`config.mk`:
```
export PLATFORM = sky130hd
export DESIGN_NAME = fdr_regs
export DESIGN_NICKNAME = d
export VERILOG_FILES = /design/src/logic/fdr_duty_chan.v /design/src/logic/fdr_sync2.v /design/src/logic/fdr_regs.v
export VERILOG_INCLUDE_DIRS = /design/src /design/src/logic
export SDC_FILE = /design/constraint.sdc
export NUM_CORES = 1
export LEC_CHECK = 0
export BUFFER_PORTS_ARGS = -buffer_cell sky130_fd_sc_hd__clkbuf_2
export CORE_UTILIZATION = 53
export DETAILED_ROUTE_END_ITERATION = 8
export PLACE_DENSITY = 0.87
export REMOVE_ABC_BUFFERS = 1
export SYNTH_ARGS = -nofsm -noshare
export SYNTH_HDL_FRONTEND = slang
export SYNTH_SLANG_ARGS = --single-unit
```
`constraint.sdc`:
```
create_clock -name core_clk -period 5.1 [get_ports core_clk]
set_clock_uncertainty 0.15 [all_clocks]
set_input_delay 0.51 -clock core_clk [delete_from_list [all_inputs] [get_ports core_clk]]
set_output_delay 0.51 -clock core_clk [all_outputs]
set_load 0.005 [all_outputs]
```
`src/logic/fdr_defines.vh`:
```
// Register offsets, reset values, field positions and timing for the fan/thermal bank
// Functional notes
// Each current-duty register maps 0x00 to zero duty and 0xff to full duty linearly.
// Current-duty registers reset to 0xff so fans start at full duty.
// In automatic mode the current-duty registers follow the control loop duty.
// While a fan is starting up its current-duty register reads 0x00.
// In manual mode a host write to a current-duty register sets that fan's duty.
// The first thermal reading register is read-only, shows the client value, resets to 0x80.
// Bit 0 of a configuration input selects two's complement or offset-64 coding.
// In two's complement coding a diode fault shows as 0x80 in the reading.
// In offset-64 coding a diode fault shows as 0x00 in the reading.
// The reading updates once per smoothing interval of reads times (bit time x 67 x CPUs + 14 us).
// The smoothing field codes 000..110 select 16..65536 reads; 111 is reserved.
// The domain-count bit says whether the first CPU has one (0) or two (1) domains.
// With the swap bit set the first remote reading and first thermal reading are exchanged.
// In swap mode the related limit and fan-control registers are exchanged too; the bank leaves them unswapped and only outputs swap_active.
// Once the lock bit is set the thermal configuration register ignores writes.
// Three ceiling registers, reset 0xff, cap each fan's duty.
// In automatic mode a host write does not alter the driven duty.
`ifndef FDR_DEFINES_VH
`define FDR_DEFINES_VH

`define FDR_A_DUTY1 8'h30
`define FDR_A_DUTY2 8'h31
`define FDR_A_DUTY3 8'h32
`define FDR_A_READ0 8'h33
`define FDR_A_LOLIM 8'h34
`define FDR_A_HILIM 8'h35
`define FDR_A_CFG 8'h36
`define FDR_A_CEIL1 8'h38
`define FDR_A_CEIL2 8'h39
`define FDR_A_CEIL3 8'h3a

`define FDR_RST_DUTY 8'hff
`define FDR_RST_READ 8'h80
`define FDR_RST_LOLIM 8'h81
`define FDR_RST_HILIM 8'h00
`define FDR_RST_CFG 8'h00
`define FDR_RST_CEIL 8'hff
`define FDR_ZERO8 8'h00
`define FDR_FAULT_TWOS 8'h80
`define FDR_FAULT_OFS 8'h00
`define FDR_CFG_WMASK 8'h1f

`define FDR_CFG_SMOOTH_HI 2
`define FDR_CFG_SMOOTH_LO 0
`define FDR_CFG_DOM 3
`define FDR_CFG_SWAP 4
`define FDR_SMOOTH_RSVD 3'h7

`define FDR_CLK_MHZ 10
`define FDR_IDLE_US 14
`define FDR_IDLE_CYC (`FDR_IDLE_US * `FDR_CLK_MHZ)
`define FDR_BITS_PER_READ 67
`define FDR_SMOOTH_LOG0 4
`define FDR_SMOOTH_LOG1 11

`endif

```
`src/logic/fdr_duty_chan.v`:
```
// One fan channel: current duty register, ceiling register, driven duty
`timescale 1ns/1ps
`include "fdr_defines.vh"
module fdr_duty_chan (
    core_clk,
    rst_n,
    auto_mode,
    startup,
    loop_duty,
    wr_duty,
    wr_ceil,
    wdata,
    duty_rd,
    ceil_rd,
    duty_out
);
    input wire core_clk;
    input wire rst_n;
    input wire auto_mode;
    input wire startup;
    input wire [7:0] loop_duty;
    input wire wr_duty;
    input wire wr_ceil;
    input wire [7:0] wdata;
    output wire [7:0] duty_rd;
    output wire [7:0] ceil_rd;
    output reg [7:0] duty_out;

    reg [7:0] duty_r;
    reg [7:0] ceil_r;
    reg [7:0] duty_nxt;
    wire [7:0] capped;

    always @* begin
        duty_nxt = duty_r;
        // follow loop
        if (auto_mode) begin
            duty_nxt = loop_duty;
        // manual write
        end else if (wr_duty) begin
            duty_nxt = wdata;
        end
        // auto ignores write (handled by priority above)
    end

    // ceiling caps duty
    assign capped = (duty_r > ceil_r) ? ceil_r : duty_r;
    // startup reads zero
    assign duty_rd = startup ? `FDR_ZERO8 : duty_r;
    assign ceil_rd = ceil_r;

    always @(posedge core_clk) begin
        if (!rst_n) begin
            // full duty at reset
            duty_r <= `FDR_RST_DUTY;
            ceil_r <= `FDR_RST_CEIL;
            duty_out <= `FDR_RST_DUTY;
        end else begin
            duty_r <= duty_nxt;
            if (wr_ceil) begin
                ceil_r <= wdata;
            end
            // linear 8-bit duty code, capped by the ceiling register, passed to the PWM
            duty_out <= capped;
        end
    end
endmodule

```
`src/logic/fdr_sync2.v`:
```
// Two-flop synchroniser for one pin level
`timescale 1ns/1ps
module fdr_sync2 (
    core_clk,
    rst_n,
    din,
    dout
);
    input wire core_clk;
    input wire rst_n;
    input wire din;
    output reg dout;

    reg meta_r;

    always @(posedge core_clk) begin
        if (!rst_n) begin
            meta_r <= 1'b0;
            dout <= 1'b0;
        end else begin
            meta_r <= din;
            dout <= meta_r;
        end
    end
endmodule

```
`src/logic/fdr_regs.v`:
```
// Fan duty and CPU thermal register bank with smoothing-interval update
`timescale 1ns/1ps
`include "fdr_defines.vh"
module fdr_regs (
    core_clk,
    rst_n,
    reg_addr,
    reg_wdata,
    reg_wr,
    reg_rd,
    reg_rdata,
    lock_bit,
    offset64_sel,
    auto_mode,
    fan_startup,
    loop_duty1,
    loop_duty2,
    loop_duty3,
    client_value,
    client_fault,
    remote1_value,
    remote1_fault,
    bit_time_cyc,
    cpu_count,
    fan_out_one,
    fan_out_two,
    fan_out_three,
    remote1_reading,
    cpu_reading_first,
    cpu_low_limit_out,
    cpu_high_limit_out,
    swap_active,
    first_cpu_two_domains,
    smoothing_count_sel
);
    input wire core_clk;
    input wire rst_n;
    input wire [7:0] reg_addr;
    input wire [7:0] reg_wdata;
    input wire reg_wr;
    input wire reg_rd;
    output reg [7:0] reg_rdata;
    input wire lock_bit;
    input wire offset64_sel;
    input wire [2:0] auto_mode;
    input wire [2:0] fan_startup;
    input wire [7:0] loop_duty1;
    input wire [7:0] loop_duty2;
    input wire [7:0] loop_duty3;
    input wire [7:0] client_value;
    input wire client_fault;
    input wire [7:0] remote1_value;
    input wire remote1_fault;
    input wire [7:0] bit_time_cyc;
    input wire [2:0] cpu_count;
    output wire [7:0] fan_out_one;
    output wire [7:0] fan_out_two;
    output wire [7:0] fan_out_three;
    output reg [7:0] remote1_reading;
    output reg [7:0] cpu_reading_first;
    output reg [7:0] cpu_low_limit_out;
    output reg [7:0] cpu_high_limit_out;
    output reg swap_active;
    output reg first_cpu_two_domains;
    output reg [2:0] smoothing_count_sel;

    localparam ST_IDLE = 2'b01;
    localparam ST_GAP = 2'b10;

    wire fault_s;
    wire rfault_s;
    wire [7:0] d1_rd;
    wire [7:0] d2_rd;
    wire [7:0] d3_rd;
    wire [7:0] c1_rd;
    wire [7:0] c2_rd;
    wire [7:0] c3_rd;
    wire [7:0] fault_code;
    wire [7:0] thermal_now;
    wire [7:0] remote_now;
    wire [2:0] startup_s;
    wire [15:0] read_cyc;
    // Full-width product; the slot count is kept below 16 bits by the user
    wire [31:0] read_cyc_full;
    wire [16:0] reads_needed;
    wire upd_pulse;

    reg [7:0] read0_r;
    reg [7:0] rem1_r;
    reg [7:0] lolim_r;
    reg [7:0] hilim_r;
    reg [7:0] cfg_r;
    reg [1:0] state_r;
    reg [15:0] cyc_r;
    reg [16:0] reads_r;
    reg lock_q_r;
    reg ofs_q_r;

    // Fault flags come from the sensor front end clock-free; synchronise
    fdr_sync2 u_sync_fault (
        .core_clk(core_clk),
        .rst_n(rst_n),
        .din(client_fault),
        .dout(fault_s)
    );
    fdr_sync2 u_sync_rfault (
        .core_clk(core_clk),
        .rst_n(rst_n),
        .din(remote1_fault),
        .dout(rfault_s)
    );

    assign startup_s = fan_startup;

    // coding select
    assign fault_code = ofs_q_r ? `FDR_FAULT_OFS : `FDR_FAULT_TWOS;
    // fault in twos coding; R9: fault in offset-64 coding
    assign thermal_now = fault_s ? fault_code : client_value;
    assign remote_now = rfault_s ? fault_code : remote1_value;

    // one read = bit time x 67 x CPUs + idle gap
    assign read_cyc_full = bit_time_cyc * `FDR_BITS_PER_READ * cpu_count
        + `FDR_IDLE_CYC;
    assign read_cyc = read_cyc_full[15:0];

    // 16 for code 0, else 2048 << (code-1)
    assign reads_needed = (cfg_r[2:0] == 3'h0) ?
        (17'h1 << `FDR_SMOOTH_LOG0) :
        (17'h1 << (`FDR_SMOOTH_LOG1 + cfg_r[2:0] - 3'h1));

    assign upd_pulse = (state_r == ST_GAP) && (cyc_r == 16'h0)
        && (reads_r + 17'h1 >= reads_needed);

    fdr_duty_chan u_ch1 (
        .core_clk(core_clk),
        .rst_n(rst_n),
        .auto_mode(auto_mode[0]),
        .startup(startup_s[0]),
        .loop_duty(loop_duty1),
        .wr_duty(reg_wr && reg_addr == `FDR_A_DUTY1),
        .wr_ceil(reg_wr && reg_addr == `FDR_A_CEIL1),
        .wdata(reg_wdata),
        .duty_rd(d1_rd),
        .ceil_rd(c1_rd),
        .duty_out(fan_out_one)
    );
    fdr_duty_chan u_ch2 (
        .core_clk(core_clk),
        .rst_n(rst_n),
        .auto_mode(auto_mode[1]),
        .startup(startup_s[1]),
        .loop_duty(loop_duty2),
        .wr_duty(reg_wr && reg_addr == `FDR_A_DUTY2),
        .wr_ceil(reg_wr && reg_addr == `FDR_A_CEIL2),
        .wdata(reg_wdata),
        .duty_rd(d2_rd),
        .ceil_rd(c2_rd),
        .duty_out(fan_out_two)
    );
    fdr_duty_chan u_ch3 (
        .core_clk(core_clk),
        .rst_n(rst_n),
        .auto_mode(auto_mode[2]),
        .startup(startup_s[2]),
        .loop_duty(loop_duty3),
        .wr_duty(reg_wr && reg_addr == `FDR_A_DUTY3),
        .wr_ceil(reg_wr && reg_addr == `FDR_A_CEIL3),
        .wdata(reg_wdata),
        .duty_rd(d3_rd),
        .ceil_rd(c3_rd),
        .duty_out(fan_out_three)
    );

    // Smoothing interval pacing
    always @(posedge core_clk) begin
        if (!rst_n) begin
            state_r <= ST_IDLE;
            cyc_r <= 16'h0;
            reads_r <= 17'h0;
        end else begin
            case (state_r)
                ST_IDLE: begin
                    cyc_r <= read_cyc;
                    state_r <= ST_GAP;
                end
                ST_GAP: begin
                    if (cyc_r != 16'h0) begin
                        cyc_r <= cyc_r - 16'h1;
                    end else begin
                        state_r <= ST_IDLE;
                        if (upd_pulse) begin
                            reads_r <= 17'h0;
                        end else begin
                            reads_r <= reads_r + 17'h1;
                        end
                    end
                end
                default: begin
                    state_r <= ST_IDLE;
                end
            endcase
        end
    end

    always @(posedge core_clk) begin
        if (!rst_n) begin
            read0_r <= `FDR_RST_READ;
            rem1_r <= `FDR_RST_READ;
            lolim_r <= `FDR_RST_LOLIM;
            hilim_r <= `FDR_RST_HILIM;
            cfg_r <= `FDR_RST_CFG;
            lock_q_r <= 1'b0;
            ofs_q_r <= 1'b0;
        end else begin
            lock_q_r <= lock_bit;
            ofs_q_r <= offset64_sel;
            // reading refreshed once per smoothing interval
            if (upd_pulse) begin
                read0_r <= thermal_now;
                rem1_r <= remote_now;
            end
            if (reg_wr && reg_addr == `FDR_A_LOLIM) begin
                lolim_r <= reg_wdata;
            end
            if (reg_wr && reg_addr == `FDR_A_HILIM) begin
                hilim_r <= reg_wdata;
            end
            // locked config ignores writes; reserved code kept out
            if (reg_wr && reg_addr == `FDR_A_CFG && !lock_q_r
                && reg_wdata[2:0] != `FDR_SMOOTH_RSVD) begin
                cfg_r <= reg_wdata & `FDR_CFG_WMASK;
            end
        end
    end

    // Registered outputs and read data
    always @(posedge core_clk) begin
        if (!rst_n) begin
            reg_rdata <= `FDR_ZERO8;
            remote1_reading <= `FDR_RST_READ;
            cpu_reading_first <= `FDR_RST_READ;
            cpu_low_limit_out <= `FDR_RST_LOLIM;
            cpu_high_limit_out <= `FDR_RST_HILIM;
            swap_active <= 1'b0;
            first_cpu_two_domains <= 1'b0;
            smoothing_count_sel <= 3'h0;
        end else begin
            // swap readings
            remote1_reading <= cfg_r[`FDR_CFG_SWAP] ? read0_r : rem1_r;
            cpu_reading_first <= cfg_r[`FDR_CFG_SWAP] ? rem1_r : read0_r;
            // limits pass through unswapped; downstream fan loop uses flag
            cpu_low_limit_out <= lolim_r;
            cpu_high_limit_out <= hilim_r;
            swap_active <= cfg_r[`FDR_CFG_SWAP];
            // domain count
            first_cpu_two_domains <= cfg_r[`FDR_CFG_DOM];
            smoothing_count_sel <=
                cfg_r[`FDR_CFG_SMOOTH_HI:`FDR_CFG_SMOOTH_LO];
            if (reg_rd) begin
                case (reg_addr)
                    `FDR_A_DUTY1: reg_rdata <= d1_rd;
                    `FDR_A_DUTY2: reg_rdata <= d2_rd;
                    `FDR_A_DUTY3: reg_rdata <= d3_rd;
                    // read-only thermal reading
                    `FDR_A_READ0: reg_rdata <= cfg_r[`FDR_CFG_SWAP] ?
                        rem1_r : read0_r;
                    `FDR_A_LOLIM: reg_rdata <= lolim_r;
                    `FDR_A_HILIM: reg_rdata <= hilim_r;
                    `FDR_A_CFG: reg_rdata <= cfg_r;
                    `FDR_A_CEIL1: reg_rdata <= c1_rd;
                    `FDR_A_CEIL2: reg_rdata <= c2_rd;
                    `FDR_A_CEIL3: reg_rdata <= c3_rd;
                    default: reg_rdata <= `FDR_ZERO8;
                endcase
            end
        end
    end
endmodule

```
==> results of run 1 <==
==> layer usage <==
layer	vias to the layer above	GRT usage	wire (um)
met5	-	0	0
met3	90	0.0621	2310
met1	4812	0.334	12300
met2	444	0.428	13500
li1	5033	-	-
met4	0	0.111	1030
==> cell type report <==
| class | count | area share |
|---|---|---|
| clock inverters | 15 | 0.0121 |
| clock buffers | 17 | 0.0317 |
| inverters | 59 | 0.0165 |
| repair buffers | 196 | 0.0831 |
| flip-flops and latches | 195 | 0.291 |
| well taps | 275 | 0.0257 |
| multi-input cells | 1020 | 0.540 |
==> Yosys cell counts (4+ instances only) <==
library cell and number:
nand3_1 53, nand2_1 160, dfxtp_1 195, a221o_1 8, a31oi_1 8, nor2b_1 53
xnor2_1 30, o211ai_1 16, a21oi_1 54, nand4_1 9, mux2i_1 88, nand2b_1 7
nor3_1 12, nor2_1 63, and2_1 63, mux2_2 11, and3_1 7, a21o_1 13
nor4b_1 5, fa_1 15, nor4_1 7, or3_1 4, o311ai_0 24, o22ai_1 14
ha_1 94, nor3b_1 7, clkbuf_1 67, o21a_1 14, or4_1 4, inv_1 59
buf_1 7, o21ai_0 87, nand3b_1 19, xor2_1 17
==> stage by stage <==
step	setup TNS (ns)	hold WS [ns]	setup slack, ns	utilization
after CTS	0	0.116	0.0360	0.629
after floorplan	-0.0933	0.262	-0.0933	-
after global routing	-0.00652	0.116	-0.00652	0.630
after global placement	-0.670	0.265	-0.334	0.601
final	0	0.123	0.215	0.630
after detailed placement	-1.41	0.272	-0.474	0.601
==> path summary, 6_finish.rpt <==
| kind | startpoint | end | slack [ns] |
|---|---|---|---|
| max | bit_time_cyc[1] | cyc_r[11]$_SDFFE_PN0P_ | 0.22 |
| min | offset64_sel | ofs_q_r$_SDFF_PN0_ | 0.12 |
| max reg2reg | reads_r[0]$_SDFFE_PN0P_ | reads_r[1]$_SDFFE_PN0P_ | 1.18 |
| min reg2reg | u_sync_rfault.meta_r$_SDFF_PN0_ | u_sync_rfault.dout$_SDFF_PN0_ | 0.29 |
==> cells by family (layout without fill, tap and decap cells) <==
family          count (synthesis)  count (layout)
simple gates                  487             487
mux                            99              99
xor+xnor                       48              48
flops                         195             195
other cells                     1               4
buf+inv                       138             287
compound gates                273             273
fa+ha+maj                     109             109
==> where the power goes <==
| group | internal, uW | leakage, uW | switching (uW) |
|---|---|---|---|
| clock | 656 | 0.000282 | 666 |
| combinational | 721 | 0.00419 | 789 |
| sequential | 1610 | 0.00159 | 88.1 |
| total | 2980 | 0.00606 | 1540 |
==> worst max-delay path: cells and delay by family <==
kind,cells,cell delay (ns)
adders and majority gates,7,2.22
AOI/OAI and AO/OA,6,1.16
and+or+nand+nor,4,0.71
buffers and inverters,2,0.23
xor gates and xnor gates,1,0.23
==> what timing repair did <==
item                       in CTS  in global routing
pin swaps                       0                  4
setup endpoints to repair       1                  2
gates cloned                    0                  0
buffers inserted                0                  0
resized for setup               3                  6
==> results.md, run 1 <==
* Status: complete, no violations
* Asr flop ratio synth at 0
* Leak Pwr at about 0.0061 uW
* GRT overflow at 0
* Multiplexer share of the synthesized area at 0.0863
* Post-route clock period utilization at 0.958
* FF-to-FF path depth at 14
* Ys flop type: dfxtp_1
* 1st-pass router iterations at 6
* Top cell type's share of synthesized area at 0.335
* Area of the multi-input gates at 0.00724 sq mm
* Synth Register Bits at a little under 200
* First-pass GRT wire length at between 40000 and 50000 um
* Main combinational cell family by area after synthesis: simple AND/OR/NAND/NOR gates
* Number of global-route vias before repair at just under 10000
* GP Congestion at roughly 0.96
* Max Clock Freq at roughly 200 MHz
* Row count at 53
* Worst slew pin tran at approximately 1.3 ns
* Top reg by flops: reads_r
* Synth Area in Compound Gates at 0.151
* Critical path, cell by cell: clkbuf_2 > ha_1 > ha_1 > ha_1 > ha_1 > buf_4 > nand2_1 > o21ai_1 > xor2_1 > and2_1 > fa_1 > ha_1 > ha_1 > o211a_1 > o31a_1 > o21a_1 > o21a_1 > or3_1 > a311o_1 > and3_1
* Most frequent cells in the layout: 195 x dfxtp_1, 160 x nand2_1, 148 x clkbuf_2
* Port buffer count at 149
* Max reg flops at 17
* # Max-Cap Violations at 0
* Hold path cells at 2
* First DRT Iteration DRCs at just under 800
* Drt drc at 0
* Register area share after synthesis at 0.335
* Worst VDD drop at roughly 0.25 mV
* Register area at 0.00390 sq mm
* Via density at 5.84
* Slew headroom at 0.163
* Hold_buf cts at 0
* Min Tclk post-route at 4.88 ns
* Initial core utilization at 0.547
* Largest net degree at the start of global routing at 125
* Worst path max stage delay at 0.41 ns
* H-tree Lvls at 4
* Pwr dens at around 340 mW/mm^2
* Synth Instances at about 1400
* RSZ-0062 raised after global routing: yes
* Synth warn at 0
* I/O Pins at 150
* Final instance area at ~0.013 sq mm
* Clock root cell: clkbuf_16
* Worst EP required at between 5 and 6 ns
* Post-Layout Cell Count at approximately 1800
* Synth unique cells at 71
* Critical setup path kind: input pin to flip-flop
* Crit-path max FO at 3
* Ant diodes at 0
* Post-synthesis xor/xnor area fraction at 0.0373
* Clock slew at reported path FFs at around 0.070 ns
* CP max-delay cell: fa_1
* Hold Path Class: input pin to flip-flop
* CTS tree: yes
* CTS buffer count at 17
* CP Capture Type: flip-flop
* Final hold viol count at 0
* Post-synth top area cell: dfxtp_1
* Clk buf depth at 2
* Fill cells at 1682
* Synth top area cells: dfxtp_1 34%, ha_1 10%, mux2i_1 7.6%, nand2_1 5.2%, o21ai_0 3.7%
* Die Y-Extent at 150 um
* Total power at roughly 4500 uW
* Die width at around 150 um
* Drt wl/cell at ~16 um
* Layout cells sized above 1 at 0.172
* Inst Count DP at 1745
* Final Max Tran Viols at 0
* Crit path launch type: input pin
* Leading registers by flop count: reads_r: 17 flops, cyc_r: 16 flops
* Detailed Place HPWL at between 20000 and 25000 um
* Mapped Area at between 0.01 and 0.015 sq mm
* Post-synth EDFFs at 0
* Clock latency on the worst-skew pair at around 0.44 ns
* Total Routed Length at between 20000 and 30000 um
* Die area at ~0.023 sq mm
* Total track usage at 0.263
* ANT nets after route at 0
* Core area at 0.0213 sq mm
* Vias at 10400
* CP most frequent cell: ha_1
* Clock Sinks at 195
* Adder-cell share of the synthesized area at 0.127
* Area grow syn2layout at 15.1%
* Final setup violation count at 0
* Worst path arrival time at slightly above 5 ns
* Initial antenna violation count at 0
* Synthesized area per cell at between 8 and 9 sq um
* Simple-gate area share of the yosys netlist at 0.216
* Nets at 1679
* Area of placed instances at around 0.013 sq mm
* Most common cell after layout, fill and taps aside: dfxtp_1
(Power assumes the default switching activity.)
==> run 2, diff against run 1 <==
--- a/config.mk
+++ b/config.mk
@@ -10,6 +10,7 @@
 export CORE_UTILIZATION = 53
 export DETAILED_ROUTE_END_ITERATION = 8
 export PLACE_DENSITY = 0.87
+export RECOVER_POWER = 25
 export REMOVE_ABC_BUFFERS = 1
 export SYNTH_ARGS = -nofsm -noshare
 export SYNTH_HDL_FRONTEND = slang
==> run 2 against run 1 <==
The flow now finishes with violations (DRC, capacitance limit, slew limit); core utilization shrank 0.19 points; global-route usage is the same; wire length grew 0.33%; register-to-register slack gained 0.02 ns; sequential power is essentially flat; largest power group unchanged; via count grew 0.58%; cell area shrank 0.30%; count of clock-buffer cells in the layout is the same; cell count is the same; sequential share of layout area grew 0.087 points; die area is the same; worst setup slack lost 0.0040 ns.
==> results.md, run 2 (synthesis gave the netlist of run 1 again) <==
* Pre-CTS setup slack at -0.474 ns
* Worst EP required at 5.28 ns
* Crit-path max FO at 3
* Total Routed Length at ~29000 um
* Pwr dens at 339 mW/mm^2
* Switching power total at 1540 uW
* Layout cells sized above 1 at 0.160
* Setup TNS at 0 ns
* Top Usage Layer GRT: met2
* Area of the multi-input gates at 0.00724 sq mm
* Inst Count DP at 1745
* Switch share at 0.341
* Worst VDD drop at 0.254 mV
* Top reg by flops: reads_r
* Core area at 0.0213 sq mm
* Routing usage on met3 at 0.0621
* I/O Pins at 150
* Hold_buf cts at 0
* Fill cells at approximately 1700
* Ant diodes at 0
* Total track usage at 0.263
* Sequential share of power at 0.374
* Initial core utilization at 0.547
* Critical setup path kind: input pin to flip-flop
* Final hold viol count at 0
* Drt wl/cell at ~16 um
* Area grow syn2layout at 14.8%
* Detailed Place HPWL at approximately 21000 um
* Post-route clock period utilization at 0.959
* Crit path launch type: input pin
* Failing checks: DRC, capacitance limit, slew limit
* Nets at between 1500 and 2000
* Die width at approximately 150 um
* Clock slew at reported path FFs at about 0.070 ns
* Clk buf depth at 2
* First-pass GRT wire length at around 47000 um
* Final Max Tran Viols at 125
* Clock Power Share at 0.292
* GRT overflow at 0
* ANT nets after route at 0
* Final setup violation count at 0
* Max reg flops at 17
* Post-Layout Cell Count at between 1500 and 2000
* Status: finished, violations left
* Grt met2 use at 0.428
* Most frequent cells in the layout: 195 x dfxtp_1, 160 x nand2_1, 132 x clkbuf_2
* Final WS setup at roughly 0.21 ns
* Hold Path Class: input pin to flip-flop
* Leading registers by flop count: reads_r: 17 flops, cyc_r: 16 flops
* Max Clock Freq at between 200 and 250 MHz
* Slew headroom at -0.350
* Register area at a little under 0.004 sq mm
* Clock root cell: clkbuf_16
* Pint at 2980 uW
* Port buffer count at roughly 150
* Post-Route Utilization at 0.628
* Vias at ~10000
* Post-CTS setup buffer count at 0
* Clock Sinks at 195
* Worst hold margin at 0.127 ns
* 1st-pass router iterations at 9
* H-tree Lvls at 4
* # Max-Cap Violations at 1
* RSZ-0062 raised after global routing: yes
* Worst slew pin tran at 2.03 ns
* CTS buffer count at 17
* Row count at 53
* Number of global-route vias before repair at between 9000 and 10000
* Clock latency on the worst-skew pair at approximately 0.44 ns
* CP Capture Type: flip-flop
* Initial antenna violation count at 0
* Min Tclk post-route at about 4.9 ns
* GP Congestion at about 0.96
* Worst path arrival time at roughly 5.1 ns
* Die Y-Extent at about 150 um
* Largest net degree at the start of global routing at approximately 130
* Die area at around 0.023 sq mm
* Via density at roughly 5.9
* Drt drc at 1
* Leak Pwr at 0.00599 uW
* Most common cell after layout, fill and taps aside: dfxtp_1
* Met1 usage at 0.334
* CTS tree: yes
* First DRT Iteration DRCs at 733
* Comb power frac at 0.334
==> run 2: through the flow <==
stage | power, uW | instance area [sq um]
after floorplan | 2690 | 11300
after global placement | 3140 | 12800
after detailed placement | 3210 | 12800
after CTS | 4520 | 13400
after global routing | 4810 | 13400
final | 4530 | 13400
==> run 2: timing repair <==
action,4_1_cts,5_1_grt
gates resized for setup,3,6
setup endpoints to repair,1,2
pin swaps,0,4
==> run 2: critical path, cell delays in order <==
cell,delay [ns]
clkbuf_2,0.10
ha_1,0.29
ha_1,0.29
ha_1,0.28
ha_1,0.32
buf_4,0.13
nand2_1,0.05
o21ai_1,0.20
xor2_1,0.23
and2_1,0.17
fa_1,0.41
ha_1,0.30
ha_1,0.33
o211a_1,0.13
o31a_1,0.14
o21a_1,0.19
o21a_1,0.17
or3_1,0.33
a311o_1,0.33
and3_1,0.16
==> run 2: path summary, 6_finish.rpt <==
kind,startpoint,endpoint,slack (ns),cells past startpoint
worst max register to register,reads_r[0]$_SDFFE_PN0P_,reads_r[1]$_SDFFE_PN0P_,1.20,14
worst min-delay path,offset64_sel,ofs_q_r$_SDFF_PN0_,0.13,2
worst max-delay path,bit_time_cyc[1],cyc_r[11]$_SDFFE_PN0P_,0.21,20
worst min register to register,u_sync_rfault.meta_r$_SDFF_PN0_,u_sync_rfault.dout$_SDFF_PN0_,0.29,1
==> run 2: area by class of cell <==
cell class	instances	area share
clock buffers	17	0.0318
well taps	275	0.0257
multi-input cells	1020	0.541
flip-flops and latches	195	0.292
clock inverters	15	0.0122
repair buffers	196	0.0803
inverters	59	0.0166
==> run 2: power groups by stage <==
| stage | clock network, uW | registers (uW) | logic, uW |
|---|---|---|---|
| final | 1320 | 1690 | 1510 |
| after global routing | 1400 | 1700 | 1710 |
| after CTS | 1340 | 1690 | 1500 |
| after detailed placement | 0 | 1720 | 1490 |
| after global placement | 0 | 1720 | 1420 |
| after floorplan | 0 | 1700 | 988 |
==> run 2: metal layers <==
metal	vias to the layer above	wire, um
met5	-	0
met4	0	1000
met3	85	2430
met2	461	13500
met1	4856	12300
li1	5037	-
